**config.mk**
```make
export PLATFORM = sky130hd
export DESIGN_NAME = sla_core
export DESIGN_NICKNAME = d
export VERILOG_FILES = /design/src/rtl/sla_pkg.sv /design/src/rtl/sla_core.sv /design/src/rtl/sla_shift.sv
export SDC_FILE = /design/constraint.sdc
export NUM_CORES = 2
export LEC_CHECK = 0
export BUFFER_PORTS_ARGS = -buffer_cell sky130_fd_sc_hd__buf_2
export CORE_ASPECT_RATIO = 0.75
export CORE_UTILIZATION = 60
export CTS_BUF_LIST = sky130_fd_sc_hd__clkbuf_2
export DETAILED_ROUTE_END_ITERATION = 8
export HOLD_SLACK_MARGIN = 0.12
export PLACE_DENSITY = 0.78
export SYNTH_ARGS = -nofsm -noshare
export SYNTH_HDL_FRONTEND = slang
export SYNTH_SLANG_ARGS = --single-unit
```
**constraint.sdc**
```tcl
create_clock -name MCLK -period 56.3 [get_ports MCLK]
set_clock_uncertainty 0.1 [all_clocks]
set_input_delay 16.89 -clock MCLK [delete_from_list [all_inputs] [get_ports MCLK]]
set_output_delay 16.89 -clock MCLK [all_outputs]
set_load 0.1 [all_outputs]
```
**src/rtl/sla_pkg.sv**
```systemverilog
// Shared constants and types of the shift-left accumulate datapath
package sla_pkg;

  // ----------------------------------------------------------------
  // Widths and sizes
  // ----------------------------------------------------------------
  localparam int unsigned WORD_W   = 16;
  localparam int unsigned ACC_IDXW = 5;
  localparam int unsigned ACC_N    = 32;
  localparam int unsigned PTR_W    = 4;
  localparam int unsigned PTR_N    = 4;
  localparam int unsigned SV_W     = 4;
  localparam int unsigned CNT_W    = 5;

  // ----------------------------------------------------------------
  // Counts, steps and reset values
  // ----------------------------------------------------------------
  localparam logic [15:0]      ADDR_STEP  = 16'h0002;
  localparam logic [CNT_W-1:0] STR_EXTRA  = 5'h02;
  localparam logic [CNT_W-1:0] WORD_LEN   = 5'h01;
  localparam logic [PTR_W-1:0] PTR_RST    = 4'h0;
  localparam logic [15:0]      WORD_RST   = 16'h0000;

  // ----------------------------------------------------------------
  // Types
  // ----------------------------------------------------------------
  typedef enum logic [2:0] {
    OP_ADD_WORD, OP_ADD_STR, OP_SUB_WORD, OP_SUB_STR, OP_STR_PROD
  } sla_op_e;

  typedef enum logic [2:0] {
    AM_ACC, AM_DIRECT, AM_LONG_REL, AM_POST_ADD, AM_POST_INC
  } sla_amode_e;

  typedef enum logic [1:0] {
    MOD_NONE, MOD_INC, MOD_DEC
  } sla_mod_e;

endpackage : sla_pkg

```
**src/rtl/sla_core.sv**
```systemverilog
// Shift-left with add, subtract or product-only datapath slice
`timescale 1ns/1ps
module sla_core
  import sla_pkg::*;
(
  input  wire logic                MCLK,
  input  wire logic                RST,
  input  wire logic                START,
  input  wire sla_op_e             OP,
  input  wire sla_amode_e          AMODE,
  input  wire sla_mod_e            NEXT_MOD,
  input  wire logic [1:0]          PTR_SEL,
  input  wire logic                SRC_ALT,
  input  wire logic                DST_ALT,
  input  wire logic [WORD_W-1:0]   SECOND_WORD,
  input  wire logic [WORD_W-1:0]   ADDR_REG,
  input  wire logic [WORD_W-1:0]   INDEX_REG,
  input  wire logic [3:0]          STRING_COUNT,
  input  wire logic [SV_W-1:0]     SHIFT_AMOUNT_REG,
  input  wire logic                SIGN_EXTEND_MODE_BIT,
  output logic                     MEM_RD,
  output logic      [WORD_W-1:0]   MEM_ADDR,
  input  wire logic [WORD_W-1:0]   MEM_RDATA,
  input  wire logic                MEM_TAG,
  output logic                     ADDR_WR,
  output logic      [WORD_W-1:0]   ADDR_WR_DATA,
  input  wire logic                ACC_WR_EN,
  input  wire logic [ACC_IDXW-1:0] ACC_WR_IDX,
  input  wire logic [WORD_W-1:0]   ACC_WR_DATA,
  input  wire logic [ACC_IDXW-1:0] ACC_RD_IDX,
  output logic      [WORD_W-1:0]   ACC_RD_DATA,
  output logic      [PTR_W-1:0]    ACCUM_POINTER_ONE,
  output logic                     BUSY,
  output logic                     DONE,
  output logic      [WORD_W-1:0]   SHIFT_HIGH_REG,
  output logic                     OVERFLOW_FLAG,
  output logic                     SIGN_FLAG,
  output logic                     ZERO_FLAG,
  output logic                     CARRY_FLAG,
  output logic                     TAG_FLAG
);

  // ----------------------------------------------------------------
  // State and storage
  // ----------------------------------------------------------------
  typedef enum logic [1:0] {ST_IDLE, ST_FETCH, ST_EXEC, ST_FINISH} sla_state_e;

  sla_state_e          state_r;
  logic [WORD_W-1:0]   acc_r [ACC_N];
  logic [PTR_W-1:0]    ptr_r [PTR_N];
  sla_op_e             op_r;
  sla_amode_e          amode_r;
  logic [PTR_W-1:0]    base_r;
  logic                src_alt_r, dst_alt_r;
  logic [CNT_W-1:0]    len_r, idx_r;
  logic [SV_W-1:0]     sv_r;
  logic                xm_r;
  logic [WORD_W-1:0]   addr_r, addr_post_r;
  logic [WORD_W-1:0]   shcarry_r;
  logic                acarry_r, zero_acc_r, ovf_r;
  logic [WORD_W-1:0]   last_res_r;

  logic                mem_src, is_sub, last_word, writes_acc;
  logic [PTR_W-1:0]    ptr_mod;
  logic [ACC_IDXW-1:0] src_idx, dst_idx;
  logic [WORD_W-1:0]   operand, sh_low, sh_high, dst_val, addend, res;
  logic [WORD_W:0]     sum;
  logic                ovf_nxt;

  assign mem_src    = (amode_r != AM_ACC);
  assign is_sub     = (op_r == OP_SUB_WORD) || (op_r == OP_SUB_STR);
  assign writes_acc = (op_r != OP_STR_PROD);
  assign last_word  = (idx_r == len_r - WORD_LEN);
  assign src_idx    = {src_alt_r, 4'(base_r + idx_r[PTR_W-1:0])};
  assign dst_idx    = {dst_alt_r, 4'(base_r + idx_r[PTR_W-1:0])};
  assign operand    = mem_src ? MEM_RDATA : acc_r[src_idx];

  // Pre-step of the selected pointer, taken before the operand is read
  always_comb begin
    unique case (NEXT_MOD)
      MOD_INC: ptr_mod = ptr_r[PTR_SEL] + 4'h1;
      MOD_DEC: ptr_mod = ptr_r[PTR_SEL] - 4'h1;
      default: ptr_mod = ptr_r[PTR_SEL];
    endcase
  end

  // ----------------------------------------------------------------
  // Shift and add or subtract
  // ----------------------------------------------------------------
  sla_shift u_shift (
    .word_in  (operand),
    .amount   (sv_r),
    .carry_in (shcarry_r),
    .extend   (xm_r & last_word),
    .low_out  (sh_low),
    .high_out (sh_high)
  );

  assign dst_val = acc_r[dst_idx];
  assign addend  = is_sub ? ~sh_low : sh_low;
  assign sum     = {1'b0, dst_val} + {1'b0, addend} + {16'h0000, acarry_r};
  assign res     = writes_acc ? sum[WORD_W-1:0] : sh_low;
  assign ovf_nxt = writes_acc && (dst_val[WORD_W-1] == addend[WORD_W-1])
                   && (sum[WORD_W-1] != dst_val[WORD_W-1]);

  // ----------------------------------------------------------------
  // Sequencer
  // ----------------------------------------------------------------
  always_ff @(posedge MCLK or posedge RST) begin
    if (RST) begin
      state_r <= ST_IDLE;
    end else begin
      unique case (state_r)
        ST_IDLE:   if (START) state_r <= ST_FETCH;
        ST_FETCH:  state_r <= ST_EXEC;
        ST_EXEC:   state_r <= last_word ? ST_FINISH : ST_FETCH;
        ST_FINISH: state_r <= ST_IDLE;
      endcase
    end
  end

  // Instruction capture; operands are held steady for the whole string
  always_ff @(posedge MCLK or posedge RST) begin
    if (RST) begin
      op_r      <= OP_ADD_WORD;
      amode_r   <= AM_ACC;
      base_r    <= PTR_RST;
      src_alt_r <= 1'b0;
      dst_alt_r <= 1'b0;
      len_r     <= WORD_LEN;
      sv_r      <= '0;
      xm_r      <= 1'b0;
    end else if (state_r == ST_IDLE && START) begin
      op_r      <= OP;
      amode_r   <= AMODE;
      base_r    <= ptr_mod;
      src_alt_r <= SRC_ALT;
      dst_alt_r <= DST_ALT;
      sv_r      <= SHIFT_AMOUNT_REG;
      xm_r      <= SIGN_EXTEND_MODE_BIT;
      if (OP == OP_ADD_STR || OP == OP_SUB_STR || OP == OP_STR_PROD) begin
        len_r <= {1'b0, STRING_COUNT} + STR_EXTRA;
      end else begin
        len_r <= WORD_LEN;
      end
    end
  end

  // Accumulator pointers
  always_ff @(posedge MCLK or posedge RST) begin
    if (RST) begin
      for (int k = 0; k < PTR_N; k++) ptr_r[k] <= PTR_RST;
    end else if (state_r == ST_IDLE && START) begin
      ptr_r[PTR_SEL] <= ptr_mod;
    end
  end

  // Memory address: second word is a direct address or a long offset
  always_ff @(posedge MCLK or posedge RST) begin
    if (RST) begin
      addr_r      <= WORD_RST;
      addr_post_r <= WORD_RST;
    end else if (state_r == ST_IDLE && START) begin
      unique case (AMODE)
        AM_DIRECT:   addr_r <= SECOND_WORD;
        AM_LONG_REL: addr_r <= ADDR_REG + SECOND_WORD;
        default:     addr_r <= ADDR_REG;
      endcase
      addr_post_r <= (AMODE == AM_POST_ADD) ? ADDR_REG + INDEX_REG
                                            : ADDR_REG + ADDR_STEP;
    end else if (state_r == ST_EXEC) begin
      addr_r <= addr_r + ADDR_STEP;
    end
  end

  // Per-word chain state: shifted-out bits, arithmetic carry, zero and overflow
  always_ff @(posedge MCLK or posedge RST) begin
    if (RST) begin
      shcarry_r  <= WORD_RST;
      acarry_r   <= 1'b0;
      zero_acc_r <= 1'b1;
      ovf_r      <= 1'b0;
      last_res_r <= WORD_RST;
      idx_r      <= '0;
    end else if (state_r == ST_IDLE && START) begin
      shcarry_r  <= WORD_RST;
      acarry_r   <= (OP == OP_SUB_WORD || OP == OP_SUB_STR);
      zero_acc_r <= 1'b1;
      idx_r      <= '0;
    end else if (state_r == ST_EXEC) begin
      shcarry_r  <= sh_high;
      acarry_r   <= sum[WORD_W];
      zero_acc_r <= zero_acc_r & (res == WORD_RST);
      ovf_r      <= ovf_nxt;
      last_res_r <= res;
      idx_r      <= idx_r + WORD_LEN;
    end
  end

  // Accumulator file: loaded from outside only while the datapath is idle
  always_ff @(posedge MCLK or posedge RST) begin
    if (RST) begin
      for (int k = 0; k < ACC_N; k++) acc_r[k] <= WORD_RST;
    end else if (state_r == ST_EXEC && writes_acc) begin
      acc_r[dst_idx] <= sum[WORD_W-1:0];
    end else if (state_r == ST_IDLE && ACC_WR_EN) begin
      acc_r[ACC_WR_IDX] <= ACC_WR_DATA;
    end
  end

  // High register and flags; the last word's upper half is the extension
  always_ff @(posedge MCLK or posedge RST) begin
    if (RST) begin
      SHIFT_HIGH_REG <= WORD_RST;
      OVERFLOW_FLAG  <= 1'b0;
      SIGN_FLAG      <= 1'b0;
      ZERO_FLAG      <= 1'b0;
      CARRY_FLAG     <= 1'b0;
    end else if (state_r == ST_FINISH) begin
      SHIFT_HIGH_REG <= shcarry_r;
      OVERFLOW_FLAG  <= ovf_r;
      SIGN_FLAG      <= last_res_r[WORD_W-1];
      ZERO_FLAG      <= zero_acc_r;
      CARRY_FLAG     <= writes_acc ? acarry_r : (shcarry_r != WORD_RST);
    end
  end

  always_ff @(posedge MCLK or posedge RST) begin
    if (RST) begin
      TAG_FLAG <= 1'b0;
    end else if (state_r == ST_EXEC && mem_src && last_word) begin
      TAG_FLAG <= MEM_TAG;
    end
  end

  // ----------------------------------------------------------------
  // Outputs
  // ----------------------------------------------------------------
  always_ff @(posedge MCLK or posedge RST) begin
    if (RST) begin
      ADDR_WR      <= 1'b0;
      ADDR_WR_DATA <= WORD_RST;
      DONE         <= 1'b0;
    end else begin
      ADDR_WR      <= (state_r == ST_FINISH)
                      && (amode_r == AM_POST_ADD || amode_r == AM_POST_INC);
      ADDR_WR_DATA <= addr_post_r;
      DONE         <= (state_r == ST_FINISH);
    end
  end

  assign MEM_RD            = (state_r == ST_FETCH) && mem_src;
  assign MEM_ADDR          = addr_r;
  assign ACC_RD_DATA       = acc_r[ACC_RD_IDX];
  assign ACCUM_POINTER_ONE = ptr_r[1];
  assign BUSY              = (state_r != ST_IDLE);

  // ----------------------------------------------------------------
  // Checks
  // ----------------------------------------------------------------
  a_high_latch: assert property (@(posedge MCLK) disable iff (RST)
    state_r == ST_FINISH |=> SHIFT_HIGH_REG == $past(shcarry_r))
    else $error("high register not loaded from shift");

  a_word_add: assert property (@(posedge MCLK) disable iff (RST)
    state_r == ST_EXEC && op_r == OP_ADD_WORD
    |=> acc_r[$past(dst_idx)] == $past(dst_val) + $past(sh_low))
    else $error("word add result wrong");

  a_word_sub: assert property (@(posedge MCLK) disable iff (RST)
    state_r == ST_EXEC && op_r == OP_SUB_WORD
    |=> acc_r[$past(dst_idx)] == $past(dst_val) - $past(sh_low))
    else $error("word subtract result wrong");

  a_amount_use: assert property (@(posedge MCLK) disable iff (RST)
    state_r == ST_IDLE && START |=> sv_r == $past(SHIFT_AMOUNT_REG))
    else $error("shift amount not taken from register");

  a_zero_shift: assert property (@(posedge MCLK) disable iff (RST)
    state_r == ST_EXEC && sv_r == 4'h0 && idx_r == '0 |-> sh_low == operand)
    else $error("zero shift altered operand");

  a_string_len: assert property (@(posedge MCLK) disable iff (RST)
    state_r == ST_IDLE && START && OP == OP_STR_PROD
    |=> len_r == $past(STRING_COUNT) + STR_EXTRA)
    else $error("string length not count plus two");

  a_prod_keep: assert property (@(posedge MCLK) disable iff (RST)
    state_r == ST_EXEC && op_r == OP_STR_PROD
    |=> acc_r[$past(dst_idx)] == $past(dst_val))
    else $error("product-only form wrote an accumulator");

  a_post_inc: assert property (@(posedge MCLK) disable iff (RST)
    state_r == ST_IDLE && START && AMODE == AM_POST_INC && (OP == OP_ADD_WORD || OP == OP_SUB_WORD)
    |-> ##4 ADDR_WR && ADDR_WR_DATA == $past(ADDR_REG, 4) + ADDR_STEP)
    else $error("post increment not by two");

  a_pre_step: assert property (@(posedge MCLK) disable iff (RST)
    state_r == ST_IDLE && START && NEXT_MOD == MOD_INC
    |=> ptr_r[$past(PTR_SEL)] == $past(ptr_r[PTR_SEL]) + 4'h1)
    else $error("pointer pre-increment missing");

  a_done_flags: assert property (@(posedge MCLK) disable iff (RST)
    DONE |-> ZERO_FLAG == $past(zero_acc_r) && SIGN_FLAG == $past(last_res_r[WORD_W-1]))
    else $error("flags not taken from result");

endmodule : sla_core

```
**src/rtl/sla_shift.sv**
```systemverilog
// One word step of the left shifter with carry-in of the bits from the word below
`timescale 1ns/1ps
module sla_shift
  import sla_pkg::*;
(
  input  wire logic [WORD_W-1:0] word_in,
  input  wire logic [SV_W-1:0]   amount,
  input  wire logic [WORD_W-1:0] carry_in,
  input  wire logic              extend,
  output logic      [WORD_W-1:0] low_out,
  output logic      [WORD_W-1:0] high_out
);
  logic [2*WORD_W-1:0] wide;

  // Zero fill on the right; left fill is sign only when asked, else zero
  always_comb begin
    wide     = {(extend ? {WORD_W{word_in[WORD_W-1]}} : {WORD_W{1'b0}}), word_in} << amount;
    low_out  = wide[WORD_W-1:0] | carry_in;
    high_out = wide[2*WORD_W-1:WORD_W];
  end

endmodule : sla_shift

```
---- After elaboration in Yosys (flattened, before gate mapping) ----
Cells that the tools add are included.
word-level totals
  register bits after elaboration ......... 663
  word-level logic and storage cells ...... 184
  output and inout port bits .............. 77
  input bits .............................. 116
operators by class
  muxes and demuxes ....................... 45
  bitwise logic cells ..................... 10
  magnitude comparators ................... 8
  reductions and logical operators ........ 25
  eq/ne operators ......................... 21
  $add $sub $neg .......................... 12
  shift operators ......................... 1
operator list
  cell                                                       number
  bitwise mux 512 bit                                        2
  2-to-1 mux 512 bit                                         2
  2-to-1 mux 16 bit                                          17
  binary-select mux 16 bit (select 5 bit)                    3
  demux 16 bit (select 5 bit)                                2
  adder 16 bit                                               2
  adder 16 x 2 -> 16 bit (second input constant)             2
  case mux 16 bit (2 select lines)                           1
  left shift 32 x 4 -> 32 bit                                1
  greater-or-equal comparator 6 bit (second input constant)  4
  NOT 5 -> 6 bit                                             4
  equality test 3 x 2 -> 1 bit (second input constant)       7
  adder 16 x 16 -> 17 bit                                    1
  adder 17 x 1 -> 17 bit                                     1
  bitwise mux 16 bit                                         1
  zero test 16 bit                                           1
  NOT 16 bit                                                 1
  bitwise OR 16 bit                                          1
  nonzero test 16 bit                                        1
  2-to-1 mux 5 bit                                           3
  logical AND 1 bit                                          12
  < comparator 6 x 1 -> 1 bit (second input constant)        2
  2-to-1 mux 4 bit                                           3
  binary-select mux 4 bit (select 2 bit)                     1
  30 further kinds                                           47

---- Depth between registers and ports, before layout ----
  depth in word-level cells ............... 18
  gate-level depth with buffers ........... 28
  depth with buffers taken out ............ 25

---- Modules after synthesis ----
A second synthesis with hierarchy kept.
second synthesis, totals
  cells, all modules ...................... 3985
  area total of the unflattened synthesis .. 40834.2 µm²
modules (own cells, without submodules)
  module     times used  area each (µm²)  cells an instance  sequential area each (µm²)
  sla_core   1           39776.9          3851               16218.1
  sla_shift  1           1057.3           134                0.0

---- Worst setup path before layout ----
No wires, ideal clock.
  path kind ............................... input -> output
  start ................................... input port ACC_RD_IDX[0]
  end ..................................... output port ACC_RD_DATA[0]
  path buffers ............................ 2
  arrival ................................. 19432 ps
  stages .................................. 5
  required time ........................... 39310 ps
  path slack .............................. 19878 ps
  cell sequence ........................... clkbuf_1 buf_1 mux4_2 mux4_2 mux2_2
between the ends
  word-level cells in the longest chain between the ends .. 4
RTL lines
  element                                                line             text
  from (decl)                                            sla_core.sv:30   input wire logic [ACC_IDXW-1:0] ACC_RD_IDX,
  NOT 5 -> 6 bit (implied by the code)                   sla_core.sv:254  assign ACC_RD_DATA = acc_r[ACC_RD_IDX];
  binary-select mux 16 bit (select 5 bit)                sla_core.sv:254
  2-to-1 mux 16 bit (implied by the code) (2 in series)  sla_core.sv:254
  to (decl)                                              sla_core.sv:31   output logic [WORD_W-1:0] ACC_RD_DATA,
No other way between the ends. The select of a mux whose other input is x is not followed.

---- Final worst setup path ----
  start ................................... input port ACC_RD_IDX[0]
  end ..................................... output port ACC_RD_DATA[12]
Same word-level chain as after synthesis.

==> flow_summary_export.csv <==
group,metric,value,unit
status,violations,"DRC, capacitance limit, slew limit",
synth,syn_nets,3880,
die,die_h,224.1,um
die,die-area,66820,um2
timing,finalSetupTns,0,ns
placement,port-buffer-count,192,
drt,num_vias,37640,
synth,ys.flop_type,"dfrtp_1",
synth,ys_seq_area_share,41.09,%
min_path,hold_depth,0,
timing,fmax,26.77,MHz
drt,wire_per_inst,32.03,um
die,die_w,298.2,um
placement,gp_congestion,1.035,
setup_path,rrSetupSlack,46.48,ns
timing,rsz0062_at_grt,"no",
setup_path,cp_data_required_time,39.31,ns
die,io-pin-count,193,
synth,synthesis.area,39470,um2
setup_path,path_max_fanout,81,
layout,fin_util,65.48,%
drt,first_iter_violations,6764,
synth,avgSynthCellArea,10.67,um2
timing,setup-violations-final,0,
timing,post-route-period-util,66.34,%
min_path,hold_class,"register to register",
clock_tree,cts_root_buf,"clkbuf_2",
layout,drive_gt1_share,24.43,%
setup_path,reg2reg_from,"idx_r[0]$_DFFE_PP0N_",
synth,synth_edf_count,0,
setup_path,crit_type,"primary input to output port",
clock_tree,cts_buffers,161,
setup_path,arrival,20.36,ns
clock_tree,cts_resized,0,
drt,postRouteAntennaNets,0,
global_routing,grt_usage,46.01,%
clock_tree,cts_tree,"yes",
die,num_rows,81,
synth,synth-seq-cells,648,
placement,dp.cells,4524,
clock_tree,cts_buffer_depth,3,
drt,routed_wl,154300,um
min_path,hp-start,"addr_post_r[6]$_DFFE_PP0P_",
timing,relSlewSlack,-2.330,%
layout,fin_cells,4816,
global_routing,grt_overflow,0,
placement,dp_hpwl,99070,um
clock_tree,htreeDepth,4,
layout,layout_commonest_cell,"nand2_1",
setup_path,worst_r2r_path_depth,27,
clock_tree,cts_setup_buffers,0,
layout,synthToLayoutAreaGrowth,8.102,%
global_routing,grt_max_degree,174,
placement,dp_slack,18.90,ns
synth,yosysUniqueCellTypes,86,
clock_tree,holdBufCountCts,0,
timing,tightest_slew,1.519,ns
run,cap_violations,1,
min_path,whs_endpoint,"ADDR_WR_DATA[6]$_DFF_PP0_",
global_routing,grt_pass1_vias,35630,
drt,drc_errors,17,
synth,async_flop_share,100.0,%
timing,fin_ws,18.95,ns
drt,vias_per_cell,7.816,
clock_tree,worst_skew_pair.late_latency,1.52,ns
die,core-area,65170,um2
setup_path,cp-start-kind,"primary input",
timing,fin_crit,37.35,ns
setup_path,reg2reg_to,"zero_acc_r$_DFFE_PP1N_",
setup_path,end_kind,"output port",
clock_tree,clock_sinks,648,
drt,first_pass_iters,9,
synth,ys_warn_count,0,
clock_tree,clkSlewWorstSetupHoldPaths,0.09,ns
status,status,"finished, violations left",
global_routing,grt_pass1_wl,226700,um
synth,synthCells,3700,
layout,most-common-layout-cells,"nand2_1 (671), dfrtp_1 (646), o221ai_1 (433)",
layout,layout.nets,3996,
die,start_util,60.57,%
timing,maxSlewViolCount,6,
timing,hold_violations,0,
global_routing,antenna_found_initial,7,
## per-layer routing
metal / part of all wire [%] / track usage, %
met5: 0.14 / 2.237
met4: 7.3 / 27.25
met3: 21 / 27.40
met2: 38 / 56.61
met1: 34 / 61.03
## how the worst max path moves through the flow
| stage | from | end | slack [ns] | cells past startpoint |
|---|---|---|---|---|
| final | ACC_RD_IDX[0] | ACC_RD_DATA[12] | 18.95 | 6 |
| after global placement | ACC_RD_IDX[0] | ACC_RD_DATA[11] | 18.97 | 6 |
| after floorplan | ACC_RD_IDX[0] | ACC_RD_DATA[0] | 19.88 | 5 |
| after detailed placement | ACC_RD_IDX[0] | ACC_RD_DATA[8] | 18.90 | 6 |
| after global routing | ACC_RD_IDX[0] | ACC_RD_DATA[11] | 18.72 | 6 |
| after CTS | ACC_RD_IDX[0] | ACC_RD_DATA[8] | 18.91 | 6 |
## synth_stat cells (6+ instances only)
cell type / instances / share of area, %
fa_1: 6 / 0.30
nor3_1: 50 / 0.63
a22o_1: 6 / 0.13
nor2_1: 139 / 1.3
nand3_1: 69 / 0.87
mux4_2: 296 / 17
mux2_2: 43 / 1.2
o211ai_1: 35 / 0.67
nor4_1: 8 / 0.13
o22ai_1: 17 / 0.27
nand4_1: 13 / 0.21
or3_1: 12 / 0.19
nand2_1: 672 / 6.4
nor2b_1: 10 / 0.16
a211oi_1: 15 / 0.29
and3_1: 26 / 0.41
clkbuf_1: 298 / 2.8
a221oi_1: 11 / 0.24
and2_1: 14 / 0.22
buf_1: 33 / 0.31
o31ai_1: 7 / 0.13
buf_4: 10 / 0.19
nand3b_1: 6 / 0.11
a21oi_1: 125 / 1.6
a31oi_1: 14 / 0.22
o21bai_1: 9 / 0.17
ha_1: 58 / 1.8
o221ai_1: 434 / 9.6
dfrtp_1: 646 / 41
xor2_1: 34 / 0.75
o32ai_1: 7 / 0.16
a31o_2: 6 / 0.13
nand2b_1: 11 / 0.17
xnor2_1: 40 / 0.89
mux2i_1: 52 / 1.3
a22oi_1: 64 / 1.2
inv_1: 49 / 0.47
buf_2: 19 / 0.24
o21ai_0: 202 / 2.6
o21ai_1: 7 / 0.089
mux4_1: 8 / 0.53
a21o_1: 21 / 0.40
a221o_1: 14 / 0.36
o32a_1: 10 / 0.25
## critical path, stage by stage
cell and delay [ns]:
clkbuf_8 0.71, buf_4 0.90, mux4_2 0.62, mux4_2 0.46, mux2_2 0.37, buf_2 0.33
## through the flow
step	area (um2)	hold WS (ns)
after global placement	41180	0.2552
after detailed placement	41180	0.2605
after CTS	42640	0.2720
after global routing	42650	0.2838
final	42670	0.2710
after floorplan	39470	0.2535
## sequential cells by signal, indices dropped and copies added (netlist names), 4 cells and up
name,count
SHIFT_HIGH_REG,16
base_r,4
ADDR_WR_DATA,16
shcarry_r,16
ptr_r,12
ACCUM_POINTER_ONE,4
idx_r,5
acc_r,512
sv_r,4
MEM_ADDR,16
len_r,5
addr_post_r,16
## kinds of logic after synthesis
family,after synthesis,synth area share (%)
compound gates,1042,19.45
buf+inv,418,4.295
simple gates,1052,11.28
mux,401,20.06
fa+ha+maj,64,2.143
xor+xnor,75,1.683
flops,648,41.09
## layout make-up
class	instances	area, um2
antenna	11	27.53
clock buffer	233	1166
clock inverter	48	292.8
fill	5138	22500
inverter	51	198.9
multi-input combinational	2634	21730
sequential	648	16220
tap	871	1090
timing repair buffer	320	1949
Power is not shown: default switching activity piles up to over one toggle a cycle in this logic, so the estimate is an artifact.
